===== config.mk =====
export PLATFORM = sky130hd
export DESIGN_NAME = css_status_reg
export DESIGN_NICKNAME = d
export VERILOG_FILES = /design/src/verilog/css_pkg.sv /design/src/verilog/css_status_reg.sv
export SDC_FILE = /design/constraint.sdc
export NUM_CORES = 1
export LEC_CHECK = 0
export ABC_CLOCK_PERIOD_IN_PS = 1360
export CAP_MARGIN = 15
export CELL_PAD_IN_SITES_DETAIL_PLACEMENT = 1
export CELL_PAD_IN_SITES_GLOBAL_PLACEMENT = 2
export CORE_UTILIZATION = 36
export DETAILED_ROUTE_END_ITERATION = 16
export DONT_BUFFER_PORTS = 1
export GPL_TIMING_DRIVEN = 0
export HOLD_SLACK_MARGIN = 0.08
export PLACE_DENSITY = 0.71
export SYNTH_ARGS = -nofsm -noshare
export SYNTH_HDL_FRONTEND = slang
export SYNTH_SLANG_ARGS = --single-unit

===== constraint.sdc =====
create_clock -name i_clock -period 1.36 [get_ports i_clock]
set_input_delay 0.204 -clock i_clock [delete_from_list [all_inputs] [get_ports i_clock]]
set_output_delay 0.204 -clock i_clock [all_outputs]
set_load 0.005 [all_outputs]

===== src/verilog/css_pkg.sv =====
/*
 * Package for the card socket status register: register offset, bit
 * positions, reset values and the card pin bundle type.
 * Assumes a single host clock domain; card pins are asynchronous to it.
 */
package css_pkg;

  // ****************************************************************
  // Register map
  // ****************************************************************
  localparam logic [11:0] CSS_STATUS_OFFSET = 12'h801;

  // ****************************************************************
  // Field positions
  // ****************************************************************
  localparam int CSS_BIT_RSVD7  = 7;
  localparam int CSS_BIT_POWER  = 6;
  localparam int CSS_BIT_READY  = 5;
  localparam int CSS_BIT_WLOCK  = 4;
  localparam int CSS_BIT_SEAT2  = 3;
  localparam int CSS_BIT_SEAT1  = 2;
  localparam int CSS_BIT_FIELD1 = 1;
  localparam int CSS_BIT_FIELD0 = 0;

  // ****************************************************************
  // Reset values
  // ****************************************************************
  localparam logic [7:0] CSS_READ_RESET = 8'h00;
  localparam logic [2:0] CSS_SYNC_RESET = 3'h0;

  // Card pins as one bundle
  typedef struct packed {
    logic ready;
    logic write_lock;
    logic seat_sense_pin_2_n;
    logic seat_sense_pin_1_n;
    logic battery_sense_2;
    logic battery_sense_1;
    logic audio_out_pin;
    logic status_change_pin;
  } css_pins_t;

endpackage


===== src/verilog/css_status_reg.sv =====
/*
 * Socket status register: read-only byte reporting live card socket state.
 * Assumes host reads by address with a read strobe, one clock, and that
 * the card pins are asynchronous and must be synchronised here.
 */
// Functional notes
// - Bit 7 always reads zero; writes to it are ignored.
// - Bit 6 shows socket power, following power control programming.
// - Bit 5 shows the card ready line level.
// - Bit 4 equals the write-lock pin; one means read-only.
// - Bit 3 reads one when seat-sense pin 2 is low.
// - Bit 2 reads one when seat-sense pin 1 is low.
// - Memory card: bit 0 battery sense 1, bit 1 battery sense 2.
// - I/O card: bit 1 audio out, bit 0 status change, unencoded.
// - After reset bit 7 reads zero, bit 6 follows i_power_on, lower bits show the cleared synchroniser (bits 3:2 one) until the lines pass through it.
// - Register is read-only; host writes change nothing.
`timescale 1ns/1ps
module css_status_reg
  import css_pkg::*;
(
  input  wire logic        i_clock,
  input  wire logic        i_reset_n,
  input  wire logic [11:0] i_addr,
  input  wire logic        i_read,
  input  wire logic        i_write,
  input  wire logic [7:0]  i_wdata,
  input  wire logic        i_power_on,
  input  wire logic        i_io_card,
  input  wire css_pins_t   i_pins,
  output logic [7:0]       o_rdata,
  output logic             o_rvalid
);

  // ****************************************************************
  // Pin synchronisers
  // ****************************************************************
  // Three stages; a change counts once stages two and three agree,
  // which rejects a single-cycle glitch leaking past stage one.
  css_pins_t sync1_q, sync2_q, sync3_q, live_q;
  css_pins_t sync1_d, sync2_d, sync3_d, live_d;

  always_comb begin
    sync1_d = i_pins;
    sync2_d = sync1_q;
    sync3_d = sync2_q;
    live_d  = live_q;
    if (sync2_q == sync3_q) begin
      live_d = sync3_q;
    end
  end

  always_ff @(posedge i_clock or negedge i_reset_n) begin
    if (!i_reset_n) begin
      sync1_q <= css_pins_t'(CSS_READ_RESET);
      sync2_q <= css_pins_t'(CSS_READ_RESET);
      sync3_q <= css_pins_t'(CSS_READ_RESET);
      live_q  <= css_pins_t'(CSS_READ_RESET);
    end else begin
      sync1_q <= sync1_d;
      sync2_q <= sync2_d;
      sync3_q <= sync3_d;
      live_q  <= live_d;
    end
  end

  // ****************************************************************
  // Status byte and read port
  // ****************************************************************
  logic [7:0] status;
  logic [7:0] rdata_q, rdata_d;
  logic       rvalid_q, rvalid_d;

  // Live composition; power and card type come from same-clock logic
  always_comb begin
    status                 = 8'h00;
    status[CSS_BIT_RSVD7]  = 1'b0;
    status[CSS_BIT_POWER]  = i_power_on;
    status[CSS_BIT_READY]  = live_q.ready;
    status[CSS_BIT_WLOCK]  = live_q.write_lock;
    status[CSS_BIT_SEAT2]  = ~live_q.seat_sense_pin_2_n;
    status[CSS_BIT_SEAT1]  = ~live_q.seat_sense_pin_1_n;
    if (i_io_card) begin
      status[CSS_BIT_FIELD1] = live_q.audio_out_pin;
      status[CSS_BIT_FIELD0] = live_q.status_change_pin;
    end else begin
      status[CSS_BIT_FIELD1] = live_q.battery_sense_2;
      status[CSS_BIT_FIELD0] = live_q.battery_sense_1;
    end
  end

  // Writes are decoded nowhere, so nothing can alter the byte
  always_comb begin
    rdata_d  = CSS_READ_RESET;
    rvalid_d = 1'b0;
    if (i_read && (i_addr == CSS_STATUS_OFFSET)) begin
      rdata_d  = status;
      rvalid_d = 1'b1;
    end else if (i_read) begin
      rvalid_d = 1'b1;                                     // Unmapped reads as zero
    end
  end

  always_ff @(posedge i_clock or negedge i_reset_n) begin
    if (!i_reset_n) begin
      rdata_q  <= CSS_READ_RESET;
      rvalid_q <= 1'b0;
    end else begin
      rdata_q  <= rdata_d;
      rvalid_q <= rvalid_d;
    end
  end

  assign o_rdata  = rdata_q;
  assign o_rvalid = rvalid_q;

  // Write port kept for bus completeness; ignored by design
  logic unused_write;
  assign unused_write = i_write ^ (^i_wdata);

endmodule


Word level (Yosys, flattened, before mapping):

Cells that the tools add are included.

* flip-flop bits (word level): 40
* bits in latches: 0
* RAM bits: 0
* bits in read-only memories: 0
* input port bits: 34
* logic and storage cells: 43
* memories: 0

* add/subtract/negate cells: 0
* multiply operators: 0
* div/mod/pow operators: 0
* magnitude comparators: 0
* equality and inequality tests: 2
* shifts and indexed selects: 0
* mux-type cells: 4
* bitwise logic cells: 2
* reduce and logical (&&, ||, !) cells: 1

Operators by type and width (number)
* == test 12 bit (second input constant): 1
* == test 8 bit: 1
* 2-to-1 mux 7 bit: 1
* 2-to-1 mux 1 bit: 2
* 2-to-1 mux 2 bit: 1
* NOT 1 bit: 2
* logical AND 1 bit: 1

Logic depth before layout (Yosys ltp):

Gate-level depths: netlist (run 1).

* depth in word-level cells: 3
* mapped depth: 4
* gate-level depth less buffers: 4

Worst setup path before layout (run 1):

Ideal clock, no wire load.

* path type: register to register
* start: reg sync3_q[6] in the netlist's numbering
* end: reg live_q[0] in the netlist's numbering
* data arrival time: 1.218 ns
* data required time: 1.235 ns
* path slack: 0.017 ns
* stages on the path, launching flop included: 5
* path buffers: 0
* period minus slack after synthesis: 1.343 ns
* path through: dfrtp_1 > xnor2_1 > nand4_1 > nor2_4 > mux2_2

* longest elaborated chain between the ends: 1

RTL lines
* start, declared: RTL line css_status_reg.sv:39 `css_pins_t sync1_q, sync2_q, sync3_q, live_q;`
* start signal, assigned: RTL line css_status_reg.sv:56 `sync3_q <= css_pins_t'(CSS_READ_RESET);`
* start signal, assigned: RTL line css_status_reg.sv:61 `sync3_q <= sync3_d;`
* == test 8 bit: RTL line css_status_reg.sv:47 `if (sync2_q == sync3_q) begin`
* end signal, assigned: RTL line css_status_reg.sv:57 `live_q <= css_pins_t'(CSS_READ_RESET);`
* end signal, assigned: RTL line css_status_reg.sv:62 `live_q <= live_d;`
* end, declared: RTL line css_status_reg.sv:39

No other way between the ends.
A chain may end at the register's enable or synchronous reset.

Final worst setup path (run 1):

* start: reg sync3_q[7] in the netlist's numbering
* end: reg live_q[7] in the netlist's numbering

* longest elaborated chain between the ends: 1

RTL lines (RTL line)
* == test 8 bit: css_status_reg.sv:47

Parallel ways exist; a longest one is shown, timed or not.

==> results.txt, run 1 <==
The total congestion overflow came out at 0. The I/O pin total is 43. Counting every instance in the synthesized netlist gives 79. For the worst setup path, the data required time is 1600 ps. The run finished, with violations left. The post-DP HPWL is 1190 µm. The global-route met2 utilization came out at 0.182. The count of TritonRoute iterations in the first routing pass came out at 2. For the worst flop-to-flop path, the logic depth is 5. Of the synthesized area, sequential elements account for 0.771.

The startpoint of the worst-slack reg-to-reg timing path is sync3_q[7]. Setup repair after global routing could not meet its margin everywhere. The distinct cell type count after synthesis came out at 15. The number of antenna violations at the first check in global routing came out at 0. Across the run, the number of max-cap violations was 0.

The number of nets in the layout came out at 141. The post-synthesis to final-layout area growth came out at 33.0%. When the netlist entered floorplanning its net count stood at 113. Counting along the longest clock path gives a buffer depth of 2.

The setup path with the least slack is of type reg2reg. In this run the tool buffered the top-level ports with 0 buffer cells. The register-to-register setup slack came out at -90 ps. The final reports fail on negative setup slack. For this run, the share of the core covered by cells in the final layout is 0.509.

The ratio of cells with drive above 1 in the final layout is 0.231. The met1 demand-to-capacity share in global routing came out at 0.126. The overall global routing resource usage came out at 0.115. The remaining design rule violation count is 0. In this run the power density over the cells is 1310 nW/µm².

Clock-pin slew was measured on the worst setup and hold paths at 110 ps. The via count normalized by instance count came out at 4.52. During synthesis, Yosys emitted a total of 0 warnings. The number of max-slew violations in the final report came to 0.

The total leakage power is 0.000816 µW. The first global-routing pass estimated 2990 µm of wire. The final antenna diode count came out at 0. The endpoint identified for the worst register-to-register timing path is live_q[7].

Measured along the x axis, the die boundary spans 62.0 µm. The final setup skew is 8.91 ps. The number of global-route vias before repair is 723. The CTS tree is yes. The clock network latency to the later pin of the worst-skew pair came out at 350 ps. The routing usage on met3 is 0.0435. The slowest stage of the critical path belongs to the cell sky130_fd_sc_hd__dfrtp_1. The count of endpoints failing hold in the final timing report is 0. The post-route antenna net violation count is 0. Setup violations remaining at the end of the flow were counted as 8. The total wire length after detailed routing is 1850 µm. The clock sink count came out at 40. STA classifies the critical path endpoint as a register.

In this run the worst setup path begins at sync3_q[7]. The maximum cell stage delay along the critical path came out at 420 ps. The filler cell count in the final layout is 318. The CTS buffer count is 5. After synthesis, the mean cell area works out to 16.4 µm².

The floorplan step defined a die boundary enclosing 3850 µm². The last weighted congestion value of the routability-driven placer is 0.686. The post-route clock period utilization is 1.06. The count of standard-cell rows is 21. CTS placed an instance of sky130_fd_sc_hd__clkbuf_4 at the clock tree root. The post-synthesis instance area is 1300 µm².

The peak supply drop came out at 0.855 mV. The number of violations reported at the end of detailed-routing iteration 0 came out at 10. Following the worst setup path forward leads to its endpoint at live_q[7]. The shortest clock period the worst path allows after layout came out at 1450 ps. The signal on the critical path passes through xnor2_1 > nand4_1 > nor2_4 > buf_12 > mux2_4. The detailed-route via count is 696. The highest achievable clock rate is 0.692 GHz. STA classifies the critical path startpoint as a register. For the worst setup path, the data arrival time is 1690 ps. The synthesized design contains 40 register bits. Before CTS, the worst setup slack after placement is -110 ps. The busiest layer in global routing is met2. The setup slack after layout is -85.1 ps. The placeable core region is 3390 µm². The worst hold path belongs to the class in2reg. Entering global routing, the biggest net connects 41 pins. From bottom edge to top edge, the die measures 62.0 µm. CTS built an H-tree with a depth of 2. After detailed routing, the average wire length per cell comes to 12.0 µm. The initial utilization of the core area, before any placement, comes to 0.383. The maximum net fanout on the critical path came out at 8.
==> Yosys cell counts <==
library cell                n  area share
sky130_fd_sc_hd__mux2i_1    2       0.015
sky130_fd_sc_hd__buf_4      1      0.0058
sky130_fd_sc_hd__inv_1      3      0.0087
sky130_fd_sc_hd__nand4_1    2      0.0096
sky130_fd_sc_hd__nand4b_2   1       0.012
sky130_fd_sc_hd__and3_1     1      0.0048
sky130_fd_sc_hd__nor2_4     1      0.0087
sky130_fd_sc_hd__nor4b_1    1      0.0068
sky130_fd_sc_hd__mux2_2     8       0.069
sky130_fd_sc_hd__nor2_1     8       0.023
sky130_fd_sc_hd__dfrtp_1   40        0.77
sky130_fd_sc_hd__clkbuf_1   1      0.0029
sky130_fd_sc_hd__conb_1     1      0.0029
sky130_fd_sc_hd__xnor2_1    8       0.054
sky130_fd_sc_hd__nor4_1     1      0.0048
==> worst max-delay path, delay by kind of cell, from the launching register on <==
| family | cells | cell delay (ps) |
|---|---|---|
| flops | 1 | 420 |
| xor+xnor | 1 | 160 |
| buf+inv | 1 | 140 |
| mux | 1 | 300 |
| simple gates | 2 | 320 |
==> state kept, by name (all words and copies together), names as in the netlist <==
register and count:
sync3_q 8, o_rvalid 1, sync2_q 8, sync1_q 8, live_q 8, o_rdata 7
==> worst min-delay path by stage <==
| stage | to | depth (start not counted) | start | slack [ps] |
|---|---|---|---|---|
| 2_1_floorplan | live_q[0] | 0 | i_reset_n | -90 |
| 3_3_place_gp | o_rdata[6] | 0 | i_reset_n | -90 |
| 3_5_place_dp | o_rdata[6] | 0 | i_reset_n | -90 |
| 4_1_cts | o_rdata[2] | 2 | i_addr[1] | 90 |
| 5_1_grt | o_rdata[0] | 2 | i_addr[1] | 80 |
| 6_report | o_rdata[5] | 2 | i_addr[1] | 80 |
==> repair_timing <==
action                                  CTS  global route
pin swaps                                 3             6
buffers inserted                          1             1
endpoints found under the setup margin    8            10
hold buffers                             16             3
resized for setup                         8             4
endpoints found under the hold margin    56             5
==> per-stage QoR <==
| stage | hold slack (ps) | setup TNS [ps] | instances | total power [µW] | cell area (µm²) |
|---|---|---|---|---|---|
| finish | 79.2 | -605 | 154 | 2250 | 1730 |
| global route | 80.9 | -1400 | 154 | 2370 | 1730 |
| CTS | 92.5 | -801 | 150 | 2280 | 1660 |
| detailed placement | -90.8 | -799 | 125 | 1400 | 1360 |
| global placement | -90.9 | -566 | 125 | 1390 | 1360 |
| floorplan | -91.6 | 0 | 79 | 1380 | 1300 |
==> area by class of cell <==
class | instances | area [µm²] | area share
clock inverter | 3 | 46.3 | 0.0268
buffer | 2 | 11.3 | 0.00653
sequential | 40 | 1000 | 0.580
multi-input combinational | 34 | 333 | 0.193
clock buffer | 5 | 37.5 | 0.0218
timing repair buffer | 21 | 228 | 0.132
inverter | 3 | 11.3 | 0.00653
tap | 46 | 57.6 | 0.0334
==> layer usage <==
metal  part of all wire  vias up  wire length (µm)
met5                  0        -                 0
met4              0.011        0                21
met3              0.089        2               165
met2               0.50       38               921
met1               0.40      348               743
li1                   -      308                 -
==> cell families after synthesis <==
group / after synthesis / synth area share
flip-flops: 40 / 0.771
buffers and inverters: 5 / 0.0174
AND/OR/NAND/NOR: 15 / 0.0694
multiplexers: 10 / 0.0849
XOR/XNOR: 8 / 0.0540
other: 1 / 0.00289
==> report_power, final <==
| group | leakage (µW) | internal [µW] | total [µW] | switching [µW] |
|---|---|---|---|---|
| sequential | 0.000498 | 1260 | 1300 | 40.7 |
| clock | 0.0000418 | 393 | 788 | 395 |
| combinational | 0.000276 | 108 | 163 | 54.9 |
| total | 0.000816 | 1760 | 2250 | 491 |
==> cells in the final DEF (no fill, tap or decap) <==
cell type,n
sky130_fd_sc_hd__and3_1,1
sky130_fd_sc_hd__buf_12,2
sky130_fd_sc_hd__buf_4,2
sky130_fd_sc_hd__bufinv_16,1
sky130_fd_sc_hd__clkbuf_1,1
sky130_fd_sc_hd__clkbuf_4,5
sky130_fd_sc_hd__clkinvlp_4,1
sky130_fd_sc_hd__conb_1,1
sky130_fd_sc_hd__dfrtp_1,40
sky130_fd_sc_hd__dlygate4sd3_1,18
sky130_fd_sc_hd__inv_1,3
sky130_fd_sc_hd__inv_6,1
sky130_fd_sc_hd__mux2_4,8
sky130_fd_sc_hd__mux2i_1,2
sky130_fd_sc_hd__nand4_1,2
sky130_fd_sc_hd__nand4b_4,1
sky130_fd_sc_hd__nor2_1,8
sky130_fd_sc_hd__nor2_4,1
sky130_fd_sc_hd__nor4_2,1
sky130_fd_sc_hd__nor4b_2,1
sky130_fd_sc_hd__xnor2_1,7
sky130_fd_sc_hd__xnor2_2,1
Power figures use the tool's default switching activity.
==> inputs of run 2 (changes only) <==
BUFFER_PORTS_ARGS = -buffer_cell sky130_fd_sc_hd__buf_2   (was unset)
CORE_ASPECT_RATIO = 0.6   (was unset)
CORE_UTILIZATION = 29   (was 36)
DONT_BUFFER_PORTS = unset   (was 1)
PLACE_DENSITY = 0.72   (was 0.71)
==> run 2 against run 1 <==
  * The flow still finishes with violations (negative setup slack)
  * Design area is 4.1% higher
  * Routed wire length grew 17%
  * Worst setup slack lost 0.63 ps
  * Critical path depth did not move
  * Non-clock buffer count grew 22
  * Sequential cell count unchanged
  * Via count rose by 9.2%
  * Worst hold slack improved by 41 ps
  * Global-route usage fell by 0.63 points
  * Cell count is 23% higher
  * Clock skew down 3.8 ps
  * Die area grew 24%
==> results.txt, run 2 (synthesis results as in run 1) <==
The flow ran to the end, but the final reports show violations. The final reports fail on negative setup slack. The highest achievable clock rate came out at 0.692 GHz. The number of endpoints failing setup at the final stage came out at 8.

For this configuration, the core starts out at a cell density of 0.310. After filler insertion, the fill cell instance count of the layout stands at 446. The CTS buffer count is 5. The clock-pin slew on the worst setup and hold paths came out at 80 ps. The first-pass GRT wire length came out at 3700 µm. The pre-CTS setup slack is -125 ps. The detail-routed net length per standard cell is 11.4 µm. The last weighted congestion value of the routability-driven placer came out at 0.684. The endpoint arrival time on the critical path is 1620 ps. The maximum clock insertion buffer count came out at 2. The die extent in y is 53.8 µm. IR analysis of the VDD net gives a maximum drop of 0.713 mV.

Summing all flip-flop and latch instances after layout gives 1000 µm². The pre-antenna-repair detailed-routing pass consisted of 4 iterations. In this run, the number of DRC markers left after iteration 0 of detailed routing was 24. The number of buffers and inverters on the critical path came out at 1.

Global routing finished with a remaining overflow of 0. The areal power density over the cells came out at 1360 nW/µm². The worst min-delay path category is in2reg.

The cell family contributing the most delay on the critical path is flip-flops. The clock sink count is 40. The final antenna diode count came out at 0. The multi-input combinational cells in the finished layout cover a total of 304 µm². The number of max-slew violations in the final report was 0.

For the worst-skew pair, the clock arrives at the later sink with an insertion delay of 290 ps. The die is 88.4 µm wide. Entering global routing, the biggest net connects 41 pins. In this run the core area contains 18 standard-cell rows. The smallest clock period supported by the final layout is computed as 1450 ps. Measured against its own limit, the worst slew margin works out to 0.441. In this run the standard cell core region covers 4190 µm². The total wire length after detailed routing is 2180 µm.

The largest individual stage delay along the critical path comes from the cell sky130_fd_sc_hd__dfrtp_1. The reported max-cap violation count is 0. The number of antenna violations at the first check in global routing is 0. The via count normalized by instance count came out at 4.00.

Walking the worst path, the cells encountered are xnor2_1 > nand4_1 > nor2_4 > buf_12 > mux2_4. The I/O pin total is 43. The overall global routing resource usage came out at 0.109. The worst setup path is captured at a register. The library cell used most frequently in the layout, excluding fill and tap cells, is sky130_fd_sc_hd__dfrtp_1. The hold slack came out at 121 ps. CTS placed an instance of sky130_fd_sc_hd__clkbuf_8 at the clock tree root.

The post-synthesis to final-layout area growth came out at 38.5%. The count of H-tree levels built during CTS came out at 2. The overall power of the completed layout is 2440 µW. The worst setup path is of the reg2reg kind. The count of endpoints failing hold in the final timing report is 0. The post-route clock period utilization is 1.06. On the worst path, the slowest cell contributes a delay of 400 ps. The die covers 4750 µm². The count of input and output buffers came out at 32. Setup repair after global routing could not meet its margin everywhere.

TritonCTS built the clock tree. The total leakage power is 0.000884 µW. In the layout the commonest cells are sky130_fd_sc_hd__dfrtp_1, sky130_fd_sc_hd__buf_2, sky130_fd_sc_hd__dlygate4sd3_1. Across all setup checks in the final design, the least slack found is -85.7 ps. The startpoint class of the critical path is a register. The final setup skew came out at 5.09 ps. For the worst setup path, the data required time is 1530 ps. In the final layout, the share of cells above drive strength 1 is 0.408. The slew at the pin with the worst max-slew slack came out at 838 ps.

The detail route stage leaves a number of antenna-violating nets equal to 0. After detailed routing, the number of remaining DRC violations is 0. The number of global-route vias before repair is 788. Of all nets on the critical path, the largest fanout is 8.

The number of nets in the layout came out at 163. Across all layers, the routed design uses 760 vias.
## run 2: cell types whose count changed in the layout (fill, tap and decap cells not counted), moves of 2 or more
cell,previous run,this run
sky130_fd_sc_hd__clkinv_4,0,2
sky130_fd_sc_hd__buf_2,0,32
sky130_fd_sc_hd__dlygate4sd3_1,18,9
sky130_fd_sc_hd__clkbuf_8,0,5
sky130_fd_sc_hd__clkbuf_4,5,0
## run 2: final timing paths
check,start,to,slack [ps],cells after the start
hold / removal,i_read,o_rvalid,120,2
setup / recovery,sync2_q[3],live_q[4],-90,5
max in group asynchronous,i_reset_n,o_rdata[2],270,2
hold reg to reg,sync1_q[5],sync2_q[5],350,0
min in group asynchronous,i_reset_n,sync1_q[1],550,2
setup reg to reg,sync2_q[3],live_q[4],-90,5
## run 2: final cells by class
| type | instances | area share |
|---|---|---|
| buffer | 2 | 0.00627 |
| clock buffer | 5 | 0.0383 |
| clock inverter | 3 | 0.0265 |
| inverter | 3 | 0.00627 |
| multi-input combinational | 34 | 0.169 |
| sequential | 40 | 0.557 |
| tap | 60 | 0.0418 |
| timing repair buffer | 43 | 0.155 |
## run 2: repair_timing
action / CTS / global route
buffers inserted: 2 / 0
setup endpoints to repair: 8 / 8
hold buffers: 9 / 0
hold endpoints to repair: 48 / 0
pin swaps: 3 / 1
resized for setup: 8 / 0
## run 2: where the power goes
group	switching, µW	internal, µW	total [µW]
logic	61.9	115	177
registers	40.8	1260	1300
clock network	408	552	960
## run 2: metal layers
| layer | track usage | vias to the layer above | routed length [µm] |
|---|---|---|---|
| li1 | - | 355 | - |
| met1 | 0.139 | 363 | 991 |
| met2 | 0.165 | 37 | 923 |
| met3 | 0.0537 | 5 | 233 |
| met4 | 0.0323 | 0 | 25 |
| met5 | 0 | - | 0 |
## run 2: through the flow
step	util	cells	setup TNS, ps	area [µm²]
2_1_floorplan	-	79	0	1300
3_5_place_dp	0.366	171	-947	1530
3_3_place_gp	0.366	171	-579	1530
4_1_cts	0.429	190	-713	1800
6_report	0.429	190	-673	1800
5_1_grt	0.429	190	-1470	1800
==> inputs of run 3 (changes only) <==
BUFFER_PORTS_ARGS = -buffer_cell sky130_fd_sc_hd__buf_4   (was -buffer_cell sky130_fd_sc_hd__buf_2)
CTS_CLUSTER_DIAMETER = 120   (was unset)
==> run 3 against run 2 <==
  * The flow still finishes with violations (negative setup slack)
  * First-iteration DRC count rose by 29%
  * Clock power rose by 2%
  * Global-route usage fell by 0.22 points
  * Sequential power barely moved
  * Combinational power rose by 12%
  * Critical path depth did not move
  * Via count fell by 2.6%
  * Routed wire length rose by 2.3%
  * Die area did not move
  * Sequential share of layout area fell by 2.4 points
  * Maximum frequency rose by 0.44%
  * Design area rose by 4.5%
==> results.txt, run 3 (synthesis results as in run 1) <==
The run finished, with violations left. The final reports fail on negative setup slack. Setup repair after global routing could not meet its margin everywhere.

The worst hold path terminates at o_rvalid. The I/O pin total is 43. The power share of the combinational group came out at 0.080. The register-to-register setup slack came out at -80 ps. The met3 wire length came out at 229 µm. The number of cells on the worst reg-to-reg path is 5. The via count normalized by instance count is 3.89. Summed over all failing endpoints, the final setup total negative slack is -598 ps. The sequential standard cell area is 1000 µm². The count of endpoints failing hold in the final timing report is 0.

Buffers inserted during clock tree synthesis total 5. The fraction of power consumed by sequential logic came out at 0.526. For this run, the post-layout net count is 163. After detailed routing, the number of remaining DRC violations is 0. The floorplan die area came out at 4750 µm². The repair_antennas step left the layout with diodes totalling 0.

The count of cells along the worst hold path is 2. The number of antenna violations at the first check in global routing came out at 0. The endpoint arrival time on the critical path is 1610 ps. The final setup skew came out at 6.40 ps.

The total area of multi-input combinational cells is 304 µm². The post-DP HPWL is 1520 µm. The tightest min-delay check is of the in2reg type.

The net switching power figure is 528 µW. The startpoint class of the critical path is a register. The horizontal die dimension came out at 88.4 µm.

The number of max-slew violations in the final report is 0. The critical hold path startpoint is i_read. The maximum net fanout on the critical path came out at 8. The die extent in y is 53.8 µm. The number of global-route vias before repair came out at 811.

The maximum clock insertion buffer count is 2. The library cell used most frequently in the layout, excluding fill and tap cells, is sky130_fd_sc_hd__dfrtp_1. The proportion of total power due to net switching came out at 0.213. Of the available clock period, the critical path in the final layout requires 1.06. The total leakage power is 0.000905 µW. After layout, the worst setup slack is -79.4 ps. The total congestion overflow is 0.

The area of all placed cells without fillers is 1880 µm². The CTS tree is yes. The met1 routed wirelength after detailed routing is 1060 µm. For this run, the detailed router's first-pass iteration total came to 2. The routed design uses 924 µm of met2 wire. The total wire length after detailed routing came out at 2230 µm.

The ratio of cells with drive above 1 in the final layout came out at 0.408. The required time at the endpoint of the critical path is 1530 ps. CTS saw 40 sinks. Including well taps, the total number of placed cells is 171.

The post-synthesis to final-layout area growth came out at 44.6%. The count of input and output buffers is 32. The detailed-route via count came out at 740. The end of the worst register-to-register path is live_q[0]. The last weighted congestion value of the routability-driven placer came out at 0.687. The clock-pin slew on the worst setup and hold paths came out at 80 ps.

Of the total power, the clock network draws 0.394. The clock tree synthesis step divided the H-tree into 2 levels. The number of violations reported at the end of detailed-routing iteration 0 is 31. The highest achievable clock rate is 0.695 GHz. The pin count of the biggest net entering global routing is 41. The detailed router used layers up to and including met4. The critical path is of the reg2reg type.

The final cell count without fillers came out at 190. The overall global routing resource usage came out at 0.107. The post-route antenna net violation count is 0. In this run the critical register-to-register path is launched from sync3_q[1]. The total cell area at the placement stage came out at 1610 µm². The number of endpoints failing setup at the final stage came out at 8. The library cells used most frequently in the layout, excluding fill and tap cells, are sky130_fd_sc_hd__dfrtp_1, sky130_fd_sc_hd__buf_4, sky130_fd_sc_hd__dlygate4sd3_1.

In the final routed layout, each cell accounts on average for 11.7 µm. For this run, the share of the core covered by cells in the final layout is 0.448. The placeable core region is 4190 µm². The reported max-cap violation count came out at 0. The first-pass GRT wire length came out at 3590 µm. The cell-internal power came out at 1950 µW. The worst setup path is captured at a register.

The pre-CTS setup slack came out at -136 ps. The peak supply drop is 0.633 mV. The root buffer cell is sky130_fd_sc_hd__clkbuf_8. The shortest clock period the worst path allows after layout is 1440 ps. The floorplan has 18 rows. The initial cell density of the core came out at 0.310. The filler cells instantiated in the layout total 444. The areal power density over the cells is 1320 nW/µm². The later pin in the worst-skew pair is clocked with a latency of 290 ps.
[run 3: cell counts in the layout (fill, tap and decap cells not counted)]
No cell type changed its count.
[run 3: worst max-delay path, stage by stage (launching register included)]
cell,delay (ps)
sky130_fd_sc_hd__dfrtp_1,410
sky130_fd_sc_hd__xnor2_1,170
sky130_fd_sc_hd__nand4_1,150
sky130_fd_sc_hd__nor2_4,160
sky130_fd_sc_hd__buf_12,140
sky130_fd_sc_hd__mux2_4,290
[run 3: metal layers]
metal,vias up,global-route usage
met3,2,0.0491
met5,-,0
li1,354,-
met4,0,0.0403
met1,348,0.127
met2,36,0.173
[run 3: cell type report]
class	instances	area share
clock buffer	5	0.0367
timing repair buffer	43	0.191
tap	60	0.0400
inverter	3	0.00600
multi-input combinational	34	0.162
sequential	40	0.533
clock inverter	3	0.0253
buffer	2	0.00600
[run 3: power by group through the flow]
stage	Clock [µW]	Sequential, µW	Combinational [µW]
2_1_floorplan	0	1310	70.8
3_3_place_gp	0	1320	152
3_5_place_dp	0	1330	158
4_1_cts	991	1300	200
5_1_grt	1050	1310	222
6_report	976	1300	198
[run 3: what timing repair did]
item	4_1_cts	5_1_grt
hold buffers	9	0
resized for setup	8	0
endpoints found under the hold margin	48	0
setup endpoints to repair	8	8
pin swaps	3	6
buffers inserted	1	1
[run 3: worst max-delay path by stage]
| stage | start | end | slack [ps] |
|---|---|---|---|
| global route | sync2_q[0] | live_q[6] | -160 |
| finish | sync3_q[1] | live_q[0] | -80 |
| detailed placement | sync3_q[4] | live_q[7] | -140 |
| global placement | sync3_q[6] | live_q[5] | -70 |
| CTS | sync2_q[2] | live_q[5] | -110 |
| floorplan | sync3_q[6] | live_q[0] | 20 |
[run 3: stage by stage]
stage / total power (µW) / hold slack [ps]
3_3_place_gp: 1470 / 193
3_5_place_dp: 1480 / 203
5_1_grt: 2590 / 101
2_1_floorplan: 1380 / -91.6
6_report: 2480 / 104
4_1_cts: 2490 / 105
